[src/hdl/level_ctrl_pkg.sv]
// Package: register map, field layout, reset values and time constants
// for the audio level control and record-path configuration block.
// Assumes a Wishbone classic slave with 32-bit data, one register per word.
package level_ctrl_pkg;

  // ==========================================================================
  // Register indices (byte address = index * 4)
  localparam logic [7:0] IDX_HOLD_CHSEL = 8'h21;
  localparam logic [7:0] IDX_ATK_DCY    = 8'h22;
  localparam logic [7:0] IDX_NGATE      = 8'h23;
  localparam logic [7:0] IDX_GAIN_FLOOR = 8'h24;
  localparam logic [7:0] IDX_POL_GAIN   = 8'h25;
  localparam logic [7:0] IDX_MIC_CTRL   = 8'h28;
  localparam logic [7:0] IDX_CLK_SHIFT  = 8'h29;
  localparam logic [7:0] IDX_MUTE_STEP  = 8'h2A;
  localparam logic [7:0] IDX_DEC2_CTRL  = 8'h2B;
  localparam logic [7:0] IDX_DEC2_RATE  = 8'h2C;
  localparam logic [7:0] IDX_STATUS     = 8'h30;

  // ==========================================================================
  // Reset values
  localparam logic [7:0] RST_HOLD_CHSEL = 8'h00;
  localparam logic [7:0] RST_ATK_DCY    = 8'h32;
  localparam logic [7:0] RST_NGATE      = 8'h00;
  localparam logic [7:0] RST_GAIN_FLOOR = 8'h02;
  localparam logic [7:0] RST_POL_GAIN   = 8'h00;
  localparam logic [7:0] RST_MIC_CTRL   = 8'h40;
  localparam logic [7:0] RST_CLK_SHIFT  = 8'h01;
  localparam logic [7:0] RST_MUTE_STEP  = 8'h0A;
  localparam logic [7:0] RST_DEC2_CTRL  = 8'h00;
  localparam logic [7:0] RST_DEC2_RATE  = 8'h00;

  // ==========================================================================
  // Field positions
  localparam int HOLD_LSB = 0;
  localparam int CHSEL_LSB = 5;
  localparam int ATK_LSB = 0;
  localparam int DCY_LSB = 4;
  localparam int NG_EN_BIT = 0;
  localparam int NG_ACT_LSB = 1;
  localparam int NG_TH_LSB = 3;
  localparam int FLOOR_LSB = 0;
  localparam int LINV_BIT = 0;
  localparam int RINV_BIT = 1;
  localparam int DGAIN_BIT = 2;
  localparam int DECG_LSB = 4;
  localparam int MIX_BIT = 7;
  localparam int D1CH_LSB = 0;
  localparam int RESYNC_BIT = 2;
  localparam int DMIC_BIT = 3;
  localparam int LRCLK_EN_BIT = 0;
  localparam int LRCLK_SEL_BIT = 1;
  localparam int SHIFT_LSB = 2;
  localparam int SMUTE_BIT = 4;
  localparam int FIX6M_BIT = 5;
  localparam int DSM_SEL_BIT = 7;
  localparam int D2EN_BIT = 0;
  localparam int MCLK2_BIT = 1;
  localparam int D2CH_LSB = 2;
  localparam int D2SWAP_BIT = 4;
  localparam int D2SR_LSB = 0;
  localparam int DACINV_BIT = 5;

  // ==========================================================================
  // Codes and limits
  localparam logic [3:0] TIME_SAT_CODE  = 4'hA;
  localparam logic [1:0] NG_ACT_MUTE    = 2'h1;
  localparam logic [1:0] NG_ACT_RSVD    = 2'h3;
  localparam logic [1:0] CHSEL_OFF      = 2'h0;
  localparam logic [3:0] SHIFT_CODE0    = 4'h8;
  localparam logic [3:0] SHIFT_CODE1    = 4'h7;
  localparam logic [3:0] SHIFT_CODE23   = 4'h9;

  // ==========================================================================
  // Times (in microseconds) and cycle counts at the system clock
  localparam int CLK_HZ        = 40_000_000;
  localparam int HOLD_BASE_US  = 2670;
  localparam int ATK_BASE_US   = 6000;
  localparam int DCY_BASE_US   = 24000;
  localparam int SAMPLE_US     = 125;
  localparam longint US_DEN    = 1_000_000;
  localparam int SAMPLE_CYC    = int'((longint'(SAMPLE_US) * CLK_HZ) / US_DEN);
  localparam int HOLD_BASE_CYC = int'((longint'(HOLD_BASE_US) * CLK_HZ + US_DEN - 1) / US_DEN);
  localparam int ATK_BASE_CYC  = int'((longint'(ATK_BASE_US) * CLK_HZ + US_DEN - 1) / US_DEN);
  localparam int DCY_BASE_CYC  = int'((longint'(DCY_BASE_US) * CLK_HZ + US_DEN - 1) / US_DEN);

endpackage : level_ctrl_pkg

[src/hdl/level_ctrl_regs.sv]
// Register bank and setting decode for the audio level controller,
// noise gate, converter gain options and record-path configuration.
// Assumes a classic Wishbone master on clk_sys and an audio front end
// that reads the decoded settings; sample boundaries are timed locally.
//
// Implementation choice: the Wishbone register port.
`timescale 1ns/1ps

module level_ctrl_regs (
  input  wire logic        clk_sys,
  input  wire logic        resetn,
  input  wire logic        wb_cyc_i,
  input  wire logic        wb_stb_i,
  input  wire logic        wb_we_i,
  input  wire logic [31:0] wb_adr_i,
  input  wire logic [31:0] wb_dat_i,
  input  wire logic [3:0]  wb_sel_i,
  output logic      [31:0] wb_dat_o,
  output logic             wb_ack_o,
  output logic             level_ctrl_left_on,
  output logic             level_ctrl_right_on,
  output logic      [31:0] gain_hold_cycles,
  output logic      [31:0] attack_cycles,
  output logic      [31:0] decay_cycles,
  output logic             noise_gate_enable,
  output logic             noise_gate_hold_gain,
  output logic             noise_gate_mute,
  output logic      [4:0]  noise_gate_threshold,
  output logic      [2:0]  gain_floor,
  output logic             left_output_invert,
  output logic             right_output_invert,
  output logic             dac_gain_double,
  output logic      [3:0]  decimator_gain_mult,
  output logic             stereo_average_mix,
  output logic      [1:0]  first_decimator_channel_enables,
  output logic             mic_resync_scan_clk,
  output logic             digital_mic_select,
  output logic             low_rate_clock_enable,
  output logic             low_rate_clock_select,
  output logic             analog_fixed_six_mhz_clock,
  output logic      [3:0]  decimator_shift,
  output logic             soft_mute_enable,
  output logic      [7:0]  soft_mute_step,
  output logic             debug_dsm_right_select,
  output logic             second_decimator_enable,
  output logic             second_codec_master_clock_gate,
  output logic      [1:0]  second_decimator_channel_enables,
  output logic             second_decimator_channel_swap,
  output logic      [4:0]  second_decimator_sample_rate,
  output logic             dac_clock_invert
);
  import level_ctrl_pkg::*;

  // ==========================================================================
  // Types
  typedef struct packed {
    logic [7:0] hold_chsel;
    logic [7:0] atk_dcy;
    logic [7:0] ngate;
    logic [7:0] floor;
    logic [7:0] pol_gain;
    logic [7:0] mic;
    logic [7:0] clk_shift;
    logic [7:0] mute_step;
    logic [7:0] dec2_ctrl;
    logic [7:0] dec2_rate;
  } bank_t;

  typedef struct packed {
    bank_t       shadow;   // software view
    bank_t       active;   // applied at sample boundary
    logic        pending;
    logic [15:0] smp_cnt;
    logic [31:0] dat;
    logic        ack;
  } state_t;

  state_t st_r;
  state_t st_nxt;

  localparam bank_t BANK_RST = '{RST_HOLD_CHSEL, RST_ATK_DCY, RST_NGATE, RST_GAIN_FLOOR,
                                 RST_POL_GAIN, RST_MIC_CTRL, RST_CLK_SHIFT, RST_MUTE_STEP,
                                 RST_DEC2_CTRL, RST_DEC2_RATE};
  localparam logic [15:0] SMP_LAST = 16'(SAMPLE_CYC - 1);

  // ==========================================================================
  // Decode helpers
  // Doubling time, saturating at code 10 for attack and decay only; code zero of hold means no wait.
  function automatic logic [31:0] doubled(input logic [3:0] code, input int base,
                                          input logic zero_none);
    logic [3:0] c;
    c = (code >= TIME_SAT_CODE) ? TIME_SAT_CODE : code;
    if (zero_none) begin
      doubled = (code == 4'h0) ? 32'h0 : 32'(base) << (code - 4'h1);
    end else begin
      doubled = 32'(base) << c;
    end
  endfunction : doubled

  function automatic logic [7:0] wr_byte(input logic [7:0] old, input logic [31:0] d,
                                         input logic sel0);
    wr_byte = sel0 ? d[7:0] : old;
  endfunction : wr_byte

  // ==========================================================================
  // Bus and apply logic
  logic        hit;
  logic [7:0]  idx;
  always_comb begin
    st_nxt = st_r;
    idx    = wb_adr_i[9:2];
    hit    = wb_cyc_i && wb_stb_i && !st_r.ack;
    st_nxt.ack = hit;
    st_nxt.smp_cnt = (st_r.smp_cnt == SMP_LAST) ? 16'h0 : st_r.smp_cnt + 16'h1;
    // Software writes land in the shadow copy; front end sees them later
    if (hit && wb_we_i) begin
      st_nxt.pending = 1'b1;
      unique case (idx)
        IDX_HOLD_CHSEL: st_nxt.shadow.hold_chsel = wr_byte(st_r.shadow.hold_chsel, wb_dat_i,
                                                           wb_sel_i[0]);
        IDX_ATK_DCY:    st_nxt.shadow.atk_dcy   = wr_byte(st_r.shadow.atk_dcy, wb_dat_i,
                                                          wb_sel_i[0]);
        IDX_NGATE:      st_nxt.shadow.ngate     = wr_byte(st_r.shadow.ngate, wb_dat_i,
                                                          wb_sel_i[0]);
        IDX_GAIN_FLOOR: st_nxt.shadow.floor     = wr_byte(st_r.shadow.floor, wb_dat_i,
                                                          wb_sel_i[0]);
        IDX_POL_GAIN:   st_nxt.shadow.pol_gain  = wr_byte(st_r.shadow.pol_gain, wb_dat_i,
                                                          wb_sel_i[0]);
        IDX_MIC_CTRL:   st_nxt.shadow.mic       = wr_byte(st_r.shadow.mic, wb_dat_i,
                                                          wb_sel_i[0]);
        IDX_CLK_SHIFT:  st_nxt.shadow.clk_shift = wr_byte(st_r.shadow.clk_shift, wb_dat_i,
                                                          wb_sel_i[0]);
        IDX_MUTE_STEP:  st_nxt.shadow.mute_step = wr_byte(st_r.shadow.mute_step, wb_dat_i,
                                                          wb_sel_i[0]);
        IDX_DEC2_CTRL:  st_nxt.shadow.dec2_ctrl = wr_byte(st_r.shadow.dec2_ctrl, wb_dat_i,
                                                          wb_sel_i[0]);
        IDX_DEC2_RATE:  st_nxt.shadow.dec2_rate = wr_byte(st_r.shadow.dec2_rate, wb_dat_i,
                                                          wb_sel_i[0]);
        default:        st_nxt.pending = st_r.pending;
      endcase
    end
    // Copy at the boundary; a write in that same cycle stays pending
    if (st_r.smp_cnt == SMP_LAST && st_r.pending) begin
      st_nxt.active = st_r.shadow;
      if (!(hit && wb_we_i)) begin
        st_nxt.pending = 1'b0;
      end
    end
    st_nxt.dat = 32'h0;
    if (hit && !wb_we_i) begin
      unique case (idx)
        IDX_HOLD_CHSEL: st_nxt.dat = {24'h0, st_r.shadow.hold_chsel};
        IDX_ATK_DCY:    st_nxt.dat = {24'h0, st_r.shadow.atk_dcy};
        IDX_NGATE:      st_nxt.dat = {24'h0, st_r.shadow.ngate};
        IDX_GAIN_FLOOR: st_nxt.dat = {24'h0, st_r.shadow.floor};
        IDX_POL_GAIN:   st_nxt.dat = {24'h0, st_r.shadow.pol_gain};
        IDX_MIC_CTRL:   st_nxt.dat = {24'h0, st_r.shadow.mic};
        IDX_CLK_SHIFT:  st_nxt.dat = {24'h0, st_r.shadow.clk_shift};
        IDX_MUTE_STEP:  st_nxt.dat = {24'h0, st_r.shadow.mute_step};
        IDX_DEC2_CTRL:  st_nxt.dat = {24'h0, st_r.shadow.dec2_ctrl};
        IDX_DEC2_RATE:  st_nxt.dat = {24'h0, st_r.shadow.dec2_rate};
        IDX_STATUS:     st_nxt.dat = {31'h0, st_r.pending};
        default:        st_nxt.dat = 32'h0;
      endcase
    end
  end

  always_ff @(posedge clk_sys or negedge resetn) begin
    if (!resetn) begin
      st_r <= '{shadow: BANK_RST, active: BANK_RST, pending: 1'b0,
                smp_cnt: 16'h0, dat: 32'h0, ack: 1'b0};
    end else begin
      st_r <= st_nxt;
    end
  end

  // ==========================================================================
  // Decoded settings, registered so every output leaves a flip-flop
  bank_t a;
  logic [1:0] chsel;
  logic [1:0] ng_act;
  logic [1:0] shc;
  logic [1:0] dgc;
  always_comb begin
    a      = st_nxt.active;
    chsel  = a.hold_chsel[CHSEL_LSB +: 2];
    ng_act = a.ngate[NG_ACT_LSB +: 2];
    shc    = a.clk_shift[SHIFT_LSB +: 2];
    dgc    = a.pol_gain[DECG_LSB +: 2];
  end

  always_ff @(posedge clk_sys or negedge resetn) begin
    if (!resetn) begin
      wb_dat_o <= 32'h0;
      wb_ack_o <= 1'b0;
      level_ctrl_left_on <= 1'b0;
      level_ctrl_right_on <= 1'b0;
      gain_hold_cycles <= 32'h0;
      attack_cycles <= 32'h0;
      decay_cycles <= 32'h0;
      noise_gate_enable <= 1'b0;
      noise_gate_hold_gain <= 1'b0;
      noise_gate_mute <= 1'b0;
      noise_gate_threshold <= 5'h0;
      gain_floor <= 3'h0;
      left_output_invert <= 1'b0;
      right_output_invert <= 1'b0;
      dac_gain_double <= 1'b0;
      decimator_gain_mult <= 4'h1;
      stereo_average_mix <= 1'b0;
      first_decimator_channel_enables <= 2'h0;
      mic_resync_scan_clk <= 1'b0;
      digital_mic_select <= 1'b0;
      low_rate_clock_enable <= 1'b0;
      low_rate_clock_select <= 1'b0;
      analog_fixed_six_mhz_clock <= 1'b0;
      decimator_shift <= SHIFT_CODE0;
      soft_mute_enable <= 1'b0;
      soft_mute_step <= 8'h0;
      debug_dsm_right_select <= 1'b0;
      second_decimator_enable <= 1'b0;
      second_codec_master_clock_gate <= 1'b0;
      second_decimator_channel_enables <= 2'h0;
      second_decimator_channel_swap <= 1'b0;
      second_decimator_sample_rate <= 5'h0;
      dac_clock_invert <= 1'b0;
    end else begin
      wb_dat_o <= st_nxt.dat;
      wb_ack_o <= st_nxt.ack;
      level_ctrl_left_on  <= (chsel != CHSEL_OFF) && chsel[1];
      level_ctrl_right_on <= (chsel != CHSEL_OFF) && chsel[0];
      gain_hold_cycles <= doubled(a.hold_chsel[HOLD_LSB +: 4], HOLD_BASE_CYC, 1'b1);
      attack_cycles    <= doubled(a.atk_dcy[ATK_LSB +: 4], ATK_BASE_CYC, 1'b0);
      decay_cycles     <= doubled(a.atk_dcy[DCY_LSB +: 4], DCY_BASE_CYC, 1'b0);
      noise_gate_enable    <= a.ngate[NG_EN_BIT];
      // Reserved action code applies neither action
      noise_gate_hold_gain <= a.ngate[NG_EN_BIT] && !ng_act[0];
      noise_gate_mute      <= a.ngate[NG_EN_BIT] && (ng_act == NG_ACT_MUTE);
      noise_gate_threshold <= a.ngate[NG_TH_LSB +: 5];
      gain_floor <= a.floor[FLOOR_LSB +: 3];
      left_output_invert  <= a.pol_gain[LINV_BIT];
      right_output_invert <= a.pol_gain[RINV_BIT];
      dac_gain_double     <= a.pol_gain[DGAIN_BIT];
      decimator_gain_mult <= 4'h1 << dgc;
      stereo_average_mix  <= a.pol_gain[MIX_BIT];
      first_decimator_channel_enables <= a.mic[D1CH_LSB +: 2];
      mic_resync_scan_clk <= a.mic[RESYNC_BIT];
      digital_mic_select  <= a.mic[DMIC_BIT];
      low_rate_clock_enable <= a.clk_shift[LRCLK_EN_BIT];
      low_rate_clock_select <= a.clk_shift[LRCLK_SEL_BIT];
      analog_fixed_six_mhz_clock <= a.clk_shift[FIX6M_BIT];
      decimator_shift <= (shc == 2'h0) ? SHIFT_CODE0 :
                         (shc == 2'h1) ? SHIFT_CODE1 : SHIFT_CODE23;
      soft_mute_enable <= a.clk_shift[SMUTE_BIT];
      soft_mute_step   <= a.mute_step;
      debug_dsm_right_select <= a.clk_shift[DSM_SEL_BIT];
      second_decimator_enable        <= a.dec2_ctrl[D2EN_BIT];
      second_codec_master_clock_gate <= a.dec2_ctrl[MCLK2_BIT];
      second_decimator_channel_enables <= a.dec2_ctrl[D2CH_LSB +: 2];
      second_decimator_channel_swap    <= a.dec2_ctrl[D2SWAP_BIT];
      second_decimator_sample_rate <= a.dec2_rate[D2SR_LSB +: 5];
      dac_clock_invert             <= a.dec2_rate[DACINV_BIT];
    end
  end

endmodule : level_ctrl_regs

[config.mk]
export PLATFORM = sky130hd
export DESIGN_NAME = level_ctrl_regs
export DESIGN_NICKNAME = d
export VERILOG_FILES = /design/src/hdl/level_ctrl_pkg.sv /design/src/hdl/level_ctrl_regs.sv
export SDC_FILE = /design/constraint.sdc
export NUM_CORES = 1
export LEC_CHECK = 0
export BUFFER_PORTS_ARGS = -buffer_cell sky130_fd_sc_hd__buf_2
export CAP_MARGIN = 20
export CORE_ASPECT_RATIO = 0.9
export CORE_MARGIN = 1.5
export CORE_UTILIZATION = 54
export CTS_CLUSTER_SIZE = 24
export DETAILED_ROUTE_END_ITERATION = 12
export PLACE_DENSITY = 0.81
export SYNTH_ARGS = -nofsm -noshare
export SYNTH_HDL_FRONTEND = slang
export SYNTH_SLANG_ARGS = --single-unit
[constraint.sdc]
create_clock -name clk_sys -period 3.42 [get_ports clk_sys]
set_input_delay 0.342 -clock clk_sys [delete_from_list [all_inputs] [get_ports clk_sys]]
set_output_delay 0.342 -clock clk_sys [all_outputs]
set_load 0.005 [all_outputs]
==> run metrics <==
status=complete, no violations; routed vias/inst=5.47; Critical Path, Cell by Cell=ha_1 -> and4b_1 -> nand4_1 -> buf_4 -> nand2_1 -> and2_1 -> o21ai_1 -> inv_2 -> ha_1 -> o211ai_1 -> o21a_1; Max stage delay on crit path=0.54 ns; post-synthesis sequential area ratio=57.2%; area of the multi-input gates=4200 sq um; largest net degree at the start of global routing=90; WL/cell=18.0 microns; crit path launch=st_r[33]; setup TNS=0 ns; number of buffers created by CTS=27; clk_skew=0.0165 ns; reg-to-reg endpoint=attack_cycles[17]; Yosys top cell by area=dfrtp_1; Final Hold Fails=0; Post-Syn Instances=991; row count=49; H-tree Lvls=1; ant diodes=0; Max Buffers Root-to-Sink=3; Synth warnings=0; fmax=312 MHz; Initial Util=55.7%; fin. max-slew vios=0; CTS tree=done; Top FF cell, synth=dfrtp_1; HPWL reported at the end of detailed placement=17,600 microns; Yosys reg bits=256; EDFF count, synth=0; area delta synth->final=15.7%; Antenna Nets Post-Route=0; Syn Area/Cell=11.3 sq um; Core Region=20,200 sq um; Crit Path Max Fanout=19; Slew @ Worst Pin=0.671 ns; grt total ovfl=0; crit share post-route=93.7%; Final nets=1,230; Filler Cells Inserted=1,519; Worst Setup Start Kind=flip-flop; crit path max-delay cell type=and2_1; dpl cells=1,363; DIE HEIGHT=140 microns; gpl congestion=0.854; DR iter-0 viols=671; Clock Latency Late Sink=0.54 ns; Critical Path Stages=11; Synth Cell Area=11,200 sq um; vias in the first global route=7,677; CP endpoint kind=flip-flop; Post-Place Setup Slack=0.112 ns; Register Area=6430 sq um; final wirelength=25,500 microns; synth unique cells=69; CP required=3.83 ns; VDD IR-drop max=0.361 mV; crit-path leading delay family=simple AND/OR/NAND/NOR gates; FF-to-FF path depth=11; Worst Setup EP=attack_cycles[17]; Root Buffer=clkbuf_16; clk sinks=256; Worst slew margin=55.3%; Leakage=6.96 nW; Worst Setup Path Type=flip-flop to flip-flop; die area=21,700 sq um; layout cells sized above 1=25.5%; GRT Util Overall=23.6%; HP Class=input pin to flip-flop; clock-pin slew on the worst setup and hold paths=0.06 ns; routed vias=7,732; first-pass GRT wire length=40,500 microns; top area cells in the synthesized netlist=dfrtp_1 53%, mux2_1 7.2%, nand2_1 6.2%; share of the synthesized area in the top cell type=53.2%; initial antenna violation count=0; CP bufs+invs=2; most used cell, CP=ha_1; Die W=155 microns; drt drc=0; setup ws final=0.217 ns; IO Count=255; reg2reg setup slack=0.22 ns; Post-Layout Cell Count=1,414; Period minus WS final=3.20 ns; max_cap viols=0; cell area after layout=13,000 sq um; IO buf count=159; reg2reg start=st_r[33]; DRT Pass-1 Iters=7; FFs w/ async S/R, synth=100%; pwr/cell area=478 nW/um^2; critical path arrival=3.62 ns; Setup violations, final=0; Hold Slack=0.0800 ns; Post-DP Area=12,000 sq um
[state kept, by name, summed over array words and instances (netlist names), 2 cells and up, named ones only]
| register | flops |
|---|---|
| attack_cycles | 25 |
| decay_cycles | 23 |
| decimator_gain_mult | 4 |
| decimator_shift | 3 |
| gain_floor | 2 |
| gain_hold_cycles | 28 |
| noise_gate_threshold | 5 |
| second_decimator_sample_rate | 4 |
| soft_mute_step | 8 |
| st_r | 138 |
| wb_dat_o | 8 |
[layout make-up]
| type | count | area share (%) |
|---|---|---|
| clock buffers | 33 | 5.68 |
| clock inverters | 16 | 1.49 |
| inverters | 27 | 0.780 |
| multi-input cells | 643 | 32.3 |
| flip-flops and latches | 256 | 49.5 |
| well taps | 255 | 2.45 |
| repair buffers | 184 | 7.86 |
[how the worst min path moves through the flow]
stage,slack (ns),start,depth (start not counted),endpoint
after global routing,0.10,wb_stb_i,3,wb_ack_o
after floorplan,0.05,resetn,0,async pin
after detailed placement,0.39,resetn,1,st_r[106]
after global placement,0.39,resetn,1,noise_gate_hold_gain
final,0.08,wb_stb_i,3,wb_ack_o
after CTS,0.05,wb_stb_i,3,wb_ack_o
[kinds of logic after synthesis]
logic type               after synthesis  share of synthesized area [%]
AO/OA/AOI/OAI                        121                           7.40
XOR/XNOR                              14                           1.16
adder cells (fa/ha/maj)               18                           2.00
buffers and inverters                141                           7.28
flip-flops                           256                           57.2
multiplexers                         103                           10.6
other                                  1                         0.0334
AND/OR/NAND/NOR                      337                           14.3
[synthesized netlist by cell type, drive strengths merged (5+ instances only)]
master    n
a211oi    5
a21oi    27
a222oi    7
a22o     11
a31oi     8
and2     13
and3     11
buf      93
clkbuf   21
dfrtp   239
dfstp    17
ha       18
inv      27
mux2     91
mux2i    12
nand2   188
nand2b    5
nand3    11
nand4     6
nor2     67
nor3      7
nor4b     6
o211ai    5
o21ai    21
o22ai     8
o31ai     6
xnor2     8
xor2      6
[where the power goes]
group,internal [W],switching [W],total (W)
Clock,0.00184,0.00118,0.00302
Sequential,0.00304,0.00000748,0.00305
Combinational,0.0000317,0.000116,0.000148
[metal layers]
layer / part of all wire, % / GRT usage, % / routed length [microns] / up-vias
met5: 0 / 0 / 0 / -
met4: 2.6 / 7.29 / 668 / 0
met3: 7.3 / 5.42 / 1860 / 50
met2: 46 / 36.7 / 11800 / 310
met1: 44 / 33.0 / 11100 / 3809
li1: - / - / - / 3563
[worst register-to-register path: stages (launching register included)]
cell and delay [ns]:
dfrtp_1 0.41, ha_1 0.29, and4b_1 0.27, nand4_1 0.27
buf_4 0.26, nand2_1 0.06, and2_1 0.54, o21ai_1 0.32
inv_2 0.14, ha_1 0.24, o211ai_1 0.13, o21a_1 0.16
[metrics by stage]
stage | total power [W] | util [%]
floorplan | 0.00318 | -
global placement | 0.00325 | 59.6
detailed placement | 0.00325 | 59.6
CTS | 0.00627 | 64.3
global route | 0.00641 | 64.4
finish | 0.00621 | 64.4
[repair_timing]
item | 4_1_cts | 5_1_grt
hold endpoints to repair | 80 | 0
resized for setup | 0 | 5
hold buffers | 1 | 0
endpoints found under the setup margin | 0 | 36
buffers inserted | 0 | 1
[cells in the final DEF (no fill, tap or decap), drive strengths merged, types with 5 or more instances in the layout]
cell	count
nand2	188
nand3	11
a31oi	8
nor4b	6
nand4	6
conb	50
o21ai	21
a21oi	27
nor2	67
o22ai	8
mux2	91
clkinv	10
o211ai	5
mux2i	12
ha	18
inv	28
dfstp	17
a22o	11
xor2	6
a222oi	7
nor3	7
and2	13
buf	183
dfrtp	239
and3	11
o31ai	6
xnor2	8
clkbuf	33
nand2b	5
a211oi	5
No activity file was read; power rests on OpenSTA's default activity.
